### src/core/flash_prot_consts.svh
`ifndef FLASH_PROT_CONSTS_SVH
`define FLASH_PROT_CONSTS_SVH

// Register byte offsets
`define KEY_OFS        4'h0
`define STAT_OFS       4'h4
`define CTRL_OFS       4'h8
`define OPTCR_OFS      4'hC

// Option keys
`define OPT_KEY1       32'h08192A3B
`define OPT_KEY2       32'h4C5D6E7F

// Readout level codes
`define RDP_L0         8'hAA
`define RDP_L2         8'hCC
`define RDP_ERASED     8'hFF

// Status bits
`define ST_BUSY_BIT    16
`define ST_READ_PROTECT_ERROR_FLAG_BIT   8
`define ST_WRERR_BIT   4

// Control bits
`define CT_SER_BIT     1
`define CT_MER_BIT     2
`define CT_SNB_LSB     3
`define CT_SNB_MSB     6
`define CT_START_BIT   16

// Option control bits
`define OC_LOCK_BIT    0
`define OC_START_BIT   1
`define OC_BOR_LSB     2
`define OC_BOR_MSB     3
`define OC_RDP_LSB     8
`define OC_RDP_MSB     15
`define OC_UNP_LSB     16
`define OC_UNP_MSB     23
`define OC_SPR_BIT     31

// Option reset values
`define OPT_RST_BOR    2'h3
`define OPT_RST_UNP    8'hFF

// Operation times in ns, clock period in ns
`define CLK_NS         40
`define MASS_NS        800
`define SECT_NS        400
`define PROG_NS        120
`define CFG_ERASE_NS   200
`define CFG_PROG_NS    200

`endif

### src/core/flash_prot_pkg.sv
package flash_prot_pkg;

    typedef enum logic [2:0] {
        REG_MAIN, REG_SYSMEM, REG_RESERVED, REG_CFG, REG_OTP
    } region_t;

    typedef enum logic [1:0] {BOOT_FLASH, BOOT_RAM, BOOT_SYSMEM} boot_t;

    typedef enum logic [2:0] {
        OP_NONE, OP_MASS, OP_SECT, OP_PROG, OP_CFG_ERASE, OP_CFG_PROG
    } nvm_op_t;

    typedef struct packed {
        logic       spr;
        logic [7:0] unprot;
        logic [7:0] readout_level_byte;
        logic [1:0] bor;
    } opt_t;

    typedef struct packed {
        logic       valid;
        nvm_op_t    op;
        logic [3:0] sector;
    } nvm_cmd_t;

    typedef struct packed {
        logic       req;
        logic       write;
        logic       ibus;
        region_t    region;
        logic [3:0] sector;
        logic       otp_locked;
    } acc_req_t;

endpackage

### src/core/flash_protection_logic.sv
// Our own choices: the address map and the Avalon-MM interface to the registers.
`timescale 1ns/10ps
`include "flash_prot_consts.svh"
module flash_protection_logic #(
    parameter int NSECT = 8
) (
    input  wire logic                    clk,
    input  wire logic                    rst,
    input  wire logic [3:0]              avs_address,
    input  wire logic                    avs_read,
    input  wire logic                    avs_write,
    input  wire logic [31:0]             avs_writedata,
    output logic [31:0]                  avs_readdata,
    output logic                         avs_waitrequest,
    input  wire logic                    debug_connected,
    input  wire flash_prot_pkg::boot_t   boot_src,
    input  wire flash_prot_pkg::acc_req_t acc,
    output logic                         acc_ready,
    output logic                         acc_ok,
    output logic                         acc_bus_err,
    output flash_prot_pkg::nvm_cmd_t     nvm_cmd,
    output flash_prot_pkg::opt_t         opt_active,
    output logic                         debug_disable,
    output logic                         boot_ram_forbid
);

    localparam int MASS_CYC = (`MASS_NS + `CLK_NS - 1) / `CLK_NS;
    localparam int SECT_CYC = (`SECT_NS + `CLK_NS - 1) / `CLK_NS;
    localparam int PROG_CYC = (`PROG_NS + `CLK_NS - 1) / `CLK_NS;
    localparam int CFGE_CYC = (`CFG_ERASE_NS + `CLK_NS - 1) / `CLK_NS;
    localparam int CFGP_CYC = (`CFG_PROG_NS + `CLK_NS - 1) / `CLK_NS;

    initial begin
        if (NSECT < 1 || NSECT > 8) begin
            $error("NSECT must be 1 to 8");
        end
    end

    typedef enum logic [2:0] {
        ST_IDLE, ST_MASS, ST_CFG_ERASE, ST_CFG_PROG, ST_ERASE, ST_PROG
    } state_t;

    function automatic logic [1:0] level_of(input logic [7:0] readout_level_byte);
        if (readout_level_byte == `RDP_L0) begin
            return 2'h0;
        end else if (readout_level_byte == `RDP_L2) begin
            return 2'h2;
        end
        return 2'h1;
    endfunction

    // Protected sectors under either mode; both block erase and program
    function automatic logic [7:0] prot_of(input flash_prot_pkg::opt_t o);
        return o.spr ? o.unprot : ~o.unprot;
    endfunction

    state_t                 state_r;
    logic [9:0]             cnt_r;
    flash_prot_pkg::opt_t   opt_r;
    flash_prot_pkg::opt_t   optcr_r;
    logic                   lock_r;
    logic                   key_stage_r;
    logic                   wrerr_r;
    logic                   read_protect_error_flag_r;
    logic                   ack_r;
    logic [31:0]            rdata_r;
    flash_prot_pkg::nvm_cmd_t cmd_r;
    logic [1:0]             level;
    logic                   intrusion;
    logic [7:0]             prot;
    logic                   busy;
    logic                   wr_go;
    logic                   ctrl_wr;
    logic                   opt_wr;
    logic                   erase_req;
    logic                   erase_bad;
    logic                   opt_req;
    logic                   opt_bad;
    logic                   prog_req;
    logic                   prog_bad;
    logic                   rd_pcrop;
    logic                   lower_10;
    logic [3:0]             sector_number_field;
    logic                   mass_erase_request;
    logic                   sector_erase_request;

    assign level     = level_of(opt_r.readout_level_byte);
    assign prot      = prot_of(opt_r);
    assign busy      = (state_r != ST_IDLE);
    assign intrusion = (level != 2'h0)
                     && (debug_connected || boot_src != flash_prot_pkg::BOOT_FLASH);
    assign debug_disable   = (level == 2'h2);
    assign boot_ram_forbid = (level == 2'h2);
    assign opt_active      = opt_r;
    assign nvm_cmd         = cmd_r;

    // Bus answer one cycle after the request is seen
    assign avs_waitrequest = (avs_read || avs_write) && !ack_r;
    assign avs_readdata    = rdata_r;
    assign wr_go   = avs_write && ack_r;
    assign ctrl_wr = wr_go && avs_address == `CTRL_OFS;
    assign opt_wr  = wr_go && avs_address == `OPTCR_OFS && !lock_r;

    assign sector_number_field = avs_writedata[`CT_SNB_MSB:`CT_SNB_LSB];
    assign mass_erase_request = avs_writedata[`CT_MER_BIT];
    assign sector_erase_request = avs_writedata[`CT_SER_BIT];
    assign erase_req = ctrl_wr && avs_writedata[`CT_START_BIT] && !busy && (mass_erase_request || sector_erase_request);
    assign erase_bad = (mass_erase_request && sector_erase_request)
                     || (sector_erase_request && sector_number_field >= 4'(NSECT))
                     || (mass_erase_request && |prot[NSECT-1:0])
                     || (sector_erase_request && sector_number_field < 4'(NSECT) && prot[sector_number_field[2:0]])
                     || intrusion;

    assign lower_10 = level == 2'h1 && level_of(optcr_r.readout_level_byte) == 2'h0;
    assign opt_req  = opt_wr && avs_writedata[`OC_START_BIT] && !busy;
    assign opt_bad  = (level == 2'h2)
                    || (opt_r.spr && !lower_10
                        && (!optcr_r.spr || |(opt_r.unprot & ~optcr_r.unprot)));

    assign prog_req = acc.req && acc.write && !busy;
    assign prog_bad = acc.region != flash_prot_pkg::REG_MAIN
                      && acc.region != flash_prot_pkg::REG_OTP
                    || (acc.region == flash_prot_pkg::REG_MAIN
                        && (acc.sector >= 4'(NSECT) || prot[acc.sector[2:0]]))
                    || (acc.region == flash_prot_pkg::REG_OTP && acc.otp_locked)
                    || intrusion;

    assign rd_pcrop = acc.req && !acc.write && !acc.ibus && opt_r.spr
                    && acc.region == flash_prot_pkg::REG_MAIN
                    && acc.sector < 4'(NSECT) && opt_r.unprot[acc.sector[2:0]];

    // Reads need no busy wait; programs wait for the engine
    assign acc_ready   = !acc.write || !busy;
    assign acc_bus_err = acc.req && !acc.write
                       && ((intrusion && acc.region != flash_prot_pkg::REG_CFG)
                           || rd_pcrop);
    assign acc_ok      = acc.req && acc_ready && !acc_bus_err
                       && !(acc.write && prog_bad);

    always_ff @(posedge clk) begin
        if (rst) begin
            ack_r <= 1'b0;
        end else begin
            ack_r <= (avs_read || avs_write) && !ack_r;
        end
    end

    always_ff @(posedge clk) begin
        if (rst) begin
            rdata_r <= 32'h0;
        end else if (avs_read && !ack_r) begin
            rdata_r <= 32'h0;
            unique case (avs_address)
                `STAT_OFS: begin
                    rdata_r[`ST_BUSY_BIT]  <= busy;
                    rdata_r[`ST_READ_PROTECT_ERROR_FLAG_BIT] <= read_protect_error_flag_r;
                    rdata_r[`ST_WRERR_BIT] <= wrerr_r;
                end
                `OPTCR_OFS: begin
                    rdata_r[`OC_LOCK_BIT]             <= lock_r;
                    rdata_r[`OC_BOR_MSB:`OC_BOR_LSB]  <= optcr_r.bor;
                    rdata_r[`OC_RDP_MSB:`OC_RDP_LSB]  <= optcr_r.readout_level_byte;
                    rdata_r[`OC_UNP_MSB:`OC_UNP_LSB]  <= optcr_r.unprot;
                    rdata_r[`OC_SPR_BIT]              <= optcr_r.spr;
                end
                default: rdata_r <= 32'h0;
            endcase
        end
    end

    // Key sequence; a wrong second write restarts it
    always_ff @(posedge clk) begin
        if (rst) begin
            lock_r      <= 1'b1;
            key_stage_r <= 1'b0;
        end else if (wr_go && avs_address == `KEY_OFS) begin
            if (!key_stage_r && avs_writedata == `OPT_KEY1) begin
                key_stage_r <= 1'b1;
            end else begin
                key_stage_r <= 1'b0;
                if (key_stage_r && avs_writedata == `OPT_KEY2) begin
                    lock_r <= 1'b0;
                end
            end
        end else if (wr_go) begin
            key_stage_r <= 1'b0;
            if (opt_wr && avs_writedata[`OC_LOCK_BIT]) begin
                lock_r <= 1'b1;
            end
        end
    end

    // Software copy of the option value
    always_ff @(posedge clk) begin
        if (rst) begin
            optcr_r <= '{spr: 1'b0, unprot: `OPT_RST_UNP, readout_level_byte: `RDP_L0, bor: `OPT_RST_BOR};
        end else if (opt_req && opt_bad) begin
            // Refused change: software copy falls back to the active bytes
            optcr_r <= opt_r;
        end else if (opt_wr && !busy) begin
            optcr_r.bor    <= avs_writedata[`OC_BOR_MSB:`OC_BOR_LSB];
            optcr_r.readout_level_byte    <= avs_writedata[`OC_RDP_MSB:`OC_RDP_LSB];
            optcr_r.unprot <= avs_writedata[`OC_UNP_MSB:`OC_UNP_LSB];
            optcr_r.spr    <= avs_writedata[`OC_SPR_BIT];
        end
    end

    // Active option bytes; reset loads the option reset values, else only configuration erase and program change them
    always_ff @(posedge clk) begin
        if (rst) begin
            opt_r <= '{spr: 1'b0, unprot: `OPT_RST_UNP, readout_level_byte: `RDP_L0, bor: `OPT_RST_BOR};
        end else if (state_r == ST_CFG_ERASE && cnt_r == 10'h0) begin
            opt_r <= '{spr: 1'b0, unprot: `OPT_RST_UNP, readout_level_byte: `RDP_ERASED,
                       bor: `OPT_RST_BOR};
        end else if (state_r == ST_CFG_PROG && cnt_r == 10'h0) begin
            opt_r <= optcr_r;
        end
    end

    // Operation engine
    always_ff @(posedge clk) begin
        if (rst) begin
            state_r <= ST_IDLE;
            cnt_r   <= 10'h0;
            cmd_r   <= '{valid: 1'b0, op: flash_prot_pkg::OP_NONE, sector: 4'h0};
        end else begin
            cmd_r.valid <= 1'b0;
            if (cnt_r != 10'h0) begin
                cnt_r <= cnt_r - 10'h1;
            end
            unique case (state_r)
                ST_IDLE: begin
                    if (opt_req && !opt_bad) begin
                        cmd_r <= '{valid: 1'b1, op: flash_prot_pkg::OP_CFG_ERASE, sector: 4'h0};
                        state_r <= ST_CFG_ERASE;
                        cnt_r   <= 10'(CFGE_CYC - 1);
                        if (lower_10) begin
                            // Code area goes before protection is lifted
                            cmd_r.op <= flash_prot_pkg::OP_MASS;
                            state_r  <= ST_MASS;
                            cnt_r    <= 10'(MASS_CYC - 1);
                        end
                    end else if (erase_req && !erase_bad) begin
                        cmd_r <= '{valid: 1'b1,
                                   op: mass_erase_request ? flash_prot_pkg::OP_MASS : flash_prot_pkg::OP_SECT,
                                   sector: sector_number_field};
                        state_r <= ST_ERASE;
                        cnt_r   <= mass_erase_request ? 10'(MASS_CYC - 1) : 10'(SECT_CYC - 1);
                    end else if (prog_req && !prog_bad) begin
                        cmd_r <= '{valid: 1'b1, op: flash_prot_pkg::OP_PROG,
                                   sector: acc.sector};
                        state_r <= ST_PROG;
                        cnt_r   <= 10'(PROG_CYC - 1);
                    end
                end
                ST_MASS: begin
                    if (cnt_r == 10'h0) begin
                        cmd_r   <= '{valid: 1'b1, op: flash_prot_pkg::OP_CFG_ERASE,
                                     sector: 4'h0};
                        state_r <= ST_CFG_ERASE;
                        cnt_r   <= 10'(CFGE_CYC - 1);
                    end
                end
                ST_CFG_ERASE: begin
                    if (cnt_r == 10'h0) begin
                        cmd_r   <= '{valid: 1'b1, op: flash_prot_pkg::OP_CFG_PROG,
                                     sector: 4'h0};
                        state_r <= ST_CFG_PROG;
                        cnt_r   <= 10'(CFGP_CYC - 1);
                    end
                end
                ST_CFG_PROG, ST_ERASE, ST_PROG: begin
                    if (cnt_r == 10'h0) begin
                        state_r <= ST_IDLE;
                    end
                end
            endcase
        end
    end

    // Error flags: hardware set wins over the write-one clear
    always_ff @(posedge clk) begin
        if (rst) begin
            wrerr_r <= 1'b0;
        end else if ((opt_req && opt_bad) || (erase_req && erase_bad)
                     || (prog_req && prog_bad)) begin
            wrerr_r <= 1'b1;
        end else if (wr_go && avs_address == `STAT_OFS && avs_writedata[`ST_WRERR_BIT]) begin
            wrerr_r <= 1'b0;
        end
    end

    always_ff @(posedge clk) begin
        if (rst) begin
            read_protect_error_flag_r <= 1'b0;
        end else if (rd_pcrop) begin
            read_protect_error_flag_r <= 1'b1;
        end else if (wr_go && avs_address == `STAT_OFS && avs_writedata[`ST_READ_PROTECT_ERROR_FLAG_BIT]) begin
            read_protect_error_flag_r <= 1'b0;
        end
    end
endmodule // flash_protection_logic

### config.mk
export PLATFORM = sky130hd
export DESIGN_NAME = flash_protection_logic
export DESIGN_NICKNAME = d
export VERILOG_FILES = /design/src/core/flash_prot_pkg.sv /design/src/core/flash_protection_logic.sv
export VERILOG_INCLUDE_DIRS = /design/src /design/src/core
export SDC_FILE = /design/constraint.sdc
export NUM_CORES = 1
export LEC_CHECK = 0
export BUFFER_PORTS_ARGS = -buffer_cell sky130_fd_sc_hd__buf_4
export CAP_MARGIN = 20
export CORE_UTILIZATION = 37
export CTS_BUF_LIST = sky130_fd_sc_hd__clkbuf_16
export DETAILED_ROUTE_END_ITERATION = 10
export SLEW_MARGIN = 20
export SYNTH_ARGS = -nofsm -noshare
export SYNTH_HDL_FRONTEND = slang
export SYNTH_SLANG_ARGS = --single-unit
### constraint.sdc
create_clock -name clk -period 3.56 [get_ports clk]
set_input_delay 0.712 -clock clk [delete_from_list [all_inputs] [get_ports clk]]
set_output_delay 0.712 -clock clk [all_outputs]
set_load 0.05 [all_outputs]
; Word-level counts from Yosys, hierarchy flattened
; Index checks and enable logic that the tools add are counted.
[totals]
wordCells = 228
out_inout_bits = 65
input_bits = 54
regBits = 85
[classes]
magnitude_cmp = 6
reduce_logical = 108
addsub = 1
eq_ne = 25
muxes = 65
bitwise_logic = 3
[op_table]
columns = operator, n
row1 = 1-bit logical AND, 53
row2 = 10-bit two-way mux, 5
row3 = 8-bit two-way mux, 6
row4 = 19-bit two-way mux, 2
row5 = 32-bit by 28-bit equality test with 1-bit output (second input constant), 1
row6 = 32-bit by 31-bit equality test with 1-bit output (second input constant), 1
row7 = 8-bit equality test (second input constant), 4
row8 = 8-bit case mux with 3 select lines, 1
row9 = 1-bit two-way mux, 22
row10 = 3-bit two-way mux, 7
row11 = 10-bit case mux with 2 select lines, 1
row12 = 2-bit two-way mux, 9
row13 = 9-bit two-way mux, 2
row14 = 1-bit logical OR, 17
row15 = 8-bit inverter, 2
row16 = 2-bit nonzero test, 8
row17 = 8-bit OR reduction, 2
row18 = 7-bit two-way mux, 2
row19 = 1-bit zero test, 13
row20 = 3-bit case mux with 4 select lines, 1
row21 = 4-bit AND reduction, 3
row22 = 10-bit zero test, 1
row23 = 5-bit two-way mux, 2
row24 = 10-bit nonzero test, 1
row25 = 25 further kinds, 42

; Longest topological paths before layout
[logic_depth]
depth_word = 15
depth_mapped = 11
ltp_nobuf = 9

; Least setup slack after synthesis
; Ideal clock, no wire load.
[synth_path]
path_kind = input -> output
startpoint = in acc[1] (netlist bit)
endpoint = out acc_ok
required_ns = 2.848
path_slack_ns = -0.019
t_arrival_ns = 2.867
cell_stages = 6
path_cell_list = buf_4 > mux4_2 > xnor2_1 > a221oi_1 > a31oi_1 > nor2b_1
[synth_between]
elab_chain_len = 10
word_cells_on_any_way = 20
classes_between = 2 x order compare / 4 x mux / 14 x reduce/logical
[synth_rtl]
columns = item, line
row1 = "start, declared", flash_protection_logic.sv:17  ; input wire flash_prot_pkg::acc_req_t acc,
row2 = 1-bit binary-select mux with 3-bit select, flash_protection_logic.sv:124  ; && (acc.sector >= 4'(NSECT) || prot[acc.sector[2:0]]))
row3 = 1-bit two-way mux (implied by the code), flash_protection_logic.sv:124
row4 = 1-bit logical OR, flash_protection_logic.sv:124
row5 = 1-bit logical AND, flash_protection_logic.sv:124
row6 = 1-bit logical OR, flash_protection_logic.sv:123  ; || (acc.region == flash_prot_pkg::REG_MAIN
row7 = 1-bit logical OR, flash_protection_logic.sv:125  ; || (acc.region == flash_prot_pkg::REG_OTP && acc.otp_locked)
row8 = 1-bit logical OR, flash_protection_logic.sv:126  ; || intrusion;
row9 = 1-bit logical AND, flash_protection_logic.sv:138  ; && !(acc.write && prog_bad);
row10 = 1-bit zero test, flash_protection_logic.sv:138
row11 = 1-bit logical AND *, flash_protection_logic.sv:138
row12 = "end, declared", flash_protection_logic.sv:19  ; output logic acc_ok,
; Every way passes the cells marked *; elsewhere a longest branch is shown, timed or not. The select of a mux whose other input is x is not followed.

; Final worst setup path
; Ends and elaborated chain as after synthesis.

==> reports/metrics.cfg <==
[logic_synthesis]
ys_warn_count = 0
synth_top_area_frac = 0.3681
synthArstFlopShare = 0
ys_ff_latch = 85
syn_inst = 562
synth_top_area_cell = dfxtp_1
seq_area_frac_synth = 0.3681
synth_area_um2 = 4623
netlist-cell-type-count = 78
synth_area_leaders = dfxtp_1, mux2i_1, a21oi_1
synth_edf_count = 0
syn_area_per_cell_um2 = 8.226
synthFlopType = dfxtp_1

[setup_path]
cp-start-kind = input port
crit_chain = buf_4 -> mux4_2 -> xnor2_1 -> a221oi_1 -> a31oi_1 -> nor2b_2 -> buf_4
worst_path_max_delay_cell = mux4_2
critical-path-top-delay-family = compound AO/OA/AOI/OAI gates
critPathCaptureType = primary output
path_max_fanout = 5
worst_path_most_repeated_cell = buf_4
critical_path_class = in -> out
critPathArrivalTime_ns = 2.41
worstPathRequired_ns = 2.85
path_buf_inv = 2
cp_slowest_stage_delay_ns = 0.53

[global_route]
grt_overflow = 0
grt_max_degree = 77
grt_antenna_before_repair = 0
gr-usage-all-layers = 0.2296
grt_pass1_wl_mm = 22.97
grt_pass1_vias = 4337

[floorplanning]
io-pin-count = 119
die_w_um = 113.8
fp.dieArea_um2 = 12950
die_h_um = 113.8
initial_utilization = 0.3817
fp-row-count = 40
core_area_um2 = 12110

[finish]
nFillCells = 1206
fin_nets = 712
final_cell_area_um2 = 5853
register_area_um2 = 1702
syn2layout_area_growth_pct = 26.60
multi_input_area_um2 = 2665
drive_above_1_share = 0.2602
num_antenna_cells = 0

[sta]
clock_skew_ns = 0.006593
setup_tns_ns = 0
period_needed_ns = 3.127
worstMarginPinSlew_ns = 0.8697
relSlewSlack = 0.4202
finalHoldViolCount = 0
min_period_over_period = 0.8784
final_max_slew_viol_count = 0
rsz0062_at_grt = false
fin_hold_ws_ns = 0.4562
setup_violations = 0
max_freq_ghz = 0.3198

[pwr]
cellPowerDensity_nw_per_um2 = 514.9
ir_drop_mv = 0.2360
finalPower_mw = 3.014
p_leak_nw = 2.283

[status]
status = finished, final reports clean

[placed_design]
place_area_um2 = 5562
gp_congestion = 0.8901
hpwlAfterDp_mm = 10.54
port_buffers = 107

[cts]
clk_root_buffer_cell = clkbuf_16
cts_htree_levels = 3
cts_setup_buffers = 0
cts_tree = built
cts_buffers = 9
cts_buffer_depth = 2
clk_latency_ns = 0.34
path_clk_slew_ns = 0.06
cts_hold_buf = 0
cts_resized = 0
clock-sinks = 85

[route]
dr.pass1.iters = 4
routedWlPerCell_um = 17.36
drcViolationCount = 0
vias_per_cell = 5.375
ant_nets = 0
num_vias = 4456
drt_iter0_markers = 309
wirelength_mm = 14.39

[min_path]
hp-class = reg -> reg

[job]
max-cap-violations = 0

[worst paths after layout]
check | from | end | slack, ns | depth (start not counted)
worst max-delay path | acc[1] | acc_ok | 0.43 | 7
worst min-delay path | avs_readdata[0] | avs_readdata[0] | 0.46 | 2
worst max register to register | state_r[2] | optcr_r[15] | 0.74 | 8
worst min register to register | avs_readdata[0] | avs_readdata[0] | 0.46 | 2
[synth_stat cells (3+ instances only)]
| cell type | instances |
|---|---|
| a211oi_1 | 6 |
| or2_2 | 15 |
| clkbuf_1 | 20 |
| a311oi_1 | 5 |
| o21ai_0 | 8 |
| nand4_1 | 5 |
| a21oi_1 | 48 |
| buf_4 | 15 |
| nor4_1 | 5 |
| nand3_1 | 30 |
| a21boi_0 | 4 |
| dfxtp_1 | 85 |
| nand4b_1 | 5 |
| nor2_1 | 48 |
| or3_1 | 4 |
| nor4bb_1 | 3 |
| xnor2_1 | 6 |
| buf_2 | 10 |
| inv_1 | 19 |
| nand2_1 | 63 |
| o22ai_1 | 5 |
| o22ai_2 | 4 |
| mux2i_1 | 29 |
| nand3b_1 | 3 |
| and2_1 | 4 |
| nor3_1 | 19 |
| nand2b_1 | 12 |
| or4_1 | 3 |
| a221oi_1 | 4 |
| nor2b_1 | 7 |
| o211ai_1 | 9 |
[flip-flops by register name, indices dropped and copies added, names as in the netlist]
register / flops
ack_r: 1
avs_readdata: 21
cnt_r: 10
key_stage_r: 1
lock_r: 1
nvm_cmd: 8
opt_active: 19
optcr_r: 19
read_protect_error_flag_r: 1
state_r: 3
wrerr_r: 1
[logic make-up after synthesis]
kind of cell / synth area share
compound gates: 0.1827
mux: 0.07740
fa+ha+maj: 0.005412
buf+inv: 0.07009
simple gates: 0.2823
flops: 0.3681
xor+xnor: 0.01326
other cells: 0.0008111
[metal layers]
metal  share of wire  track usage  wire length [µm]  up-vias
met5               0            0                 0        -
met4           0.014      0.07100               199        0
met3           0.062      0.04623               898       17
met2            0.46       0.3667              6587      157
met1            0.47       0.3124              6706     2098
li1                -            -                 -     2184
[cell usage in the layout, fill, tap and decap left out, drive strengths merged, types with 7 or more instances in the layout]
master	instances
nor3	20
nand2b	12
nor2b	7
o21ai	9
clkbuf	9
inv	23
mux2i	29
a21oi	49
o211ai	9
nor2	49
o22ai	9
nand3	31
dfxtp	85
nand2	63
or2	15
buf	120
conb	11
[report_power, final]
part	internal, mW	switching, mW	total (mW)	leakage [nW]
combinational	0.373	0.600	0.972	1.45
sequential	1.03	0.0745	1.10	0.690
clock	0.542	0.400	0.942	0.146
[worst min-delay path, stage by stage, from the launching register on]
cell,delay [ns]
dfxtp_1,0.31
nand2_1,0.05
a21oi_1,0.05
[through the flow]
stage          setup WS, ns  utilization  cells
3_3_place_gp         0.4910       0.4592    813
6_report             0.4330       0.4833    829
4_1_cts              0.4270       0.4833    829
5_1_grt              0.2858       0.4833    829
3_5_place_dp         0.4516       0.4592    813
2_1_floorplan        0.2122            -    572
[final cells by class]
| class | instances | area share |
|---|---|---|
| multi-input cells | 421 | 0.4553 |
| flip-flops and latches | 85 | 0.2907 |
| repair buffers | 120 | 0.1560 |
| clock buffers | 9 | 0.03848 |
| well taps | 168 | 0.03591 |
| inverters | 19 | 0.01218 |
| clock inverters | 7 | 0.01133 |
Note: power is estimated with default switching activity, not from simulation.
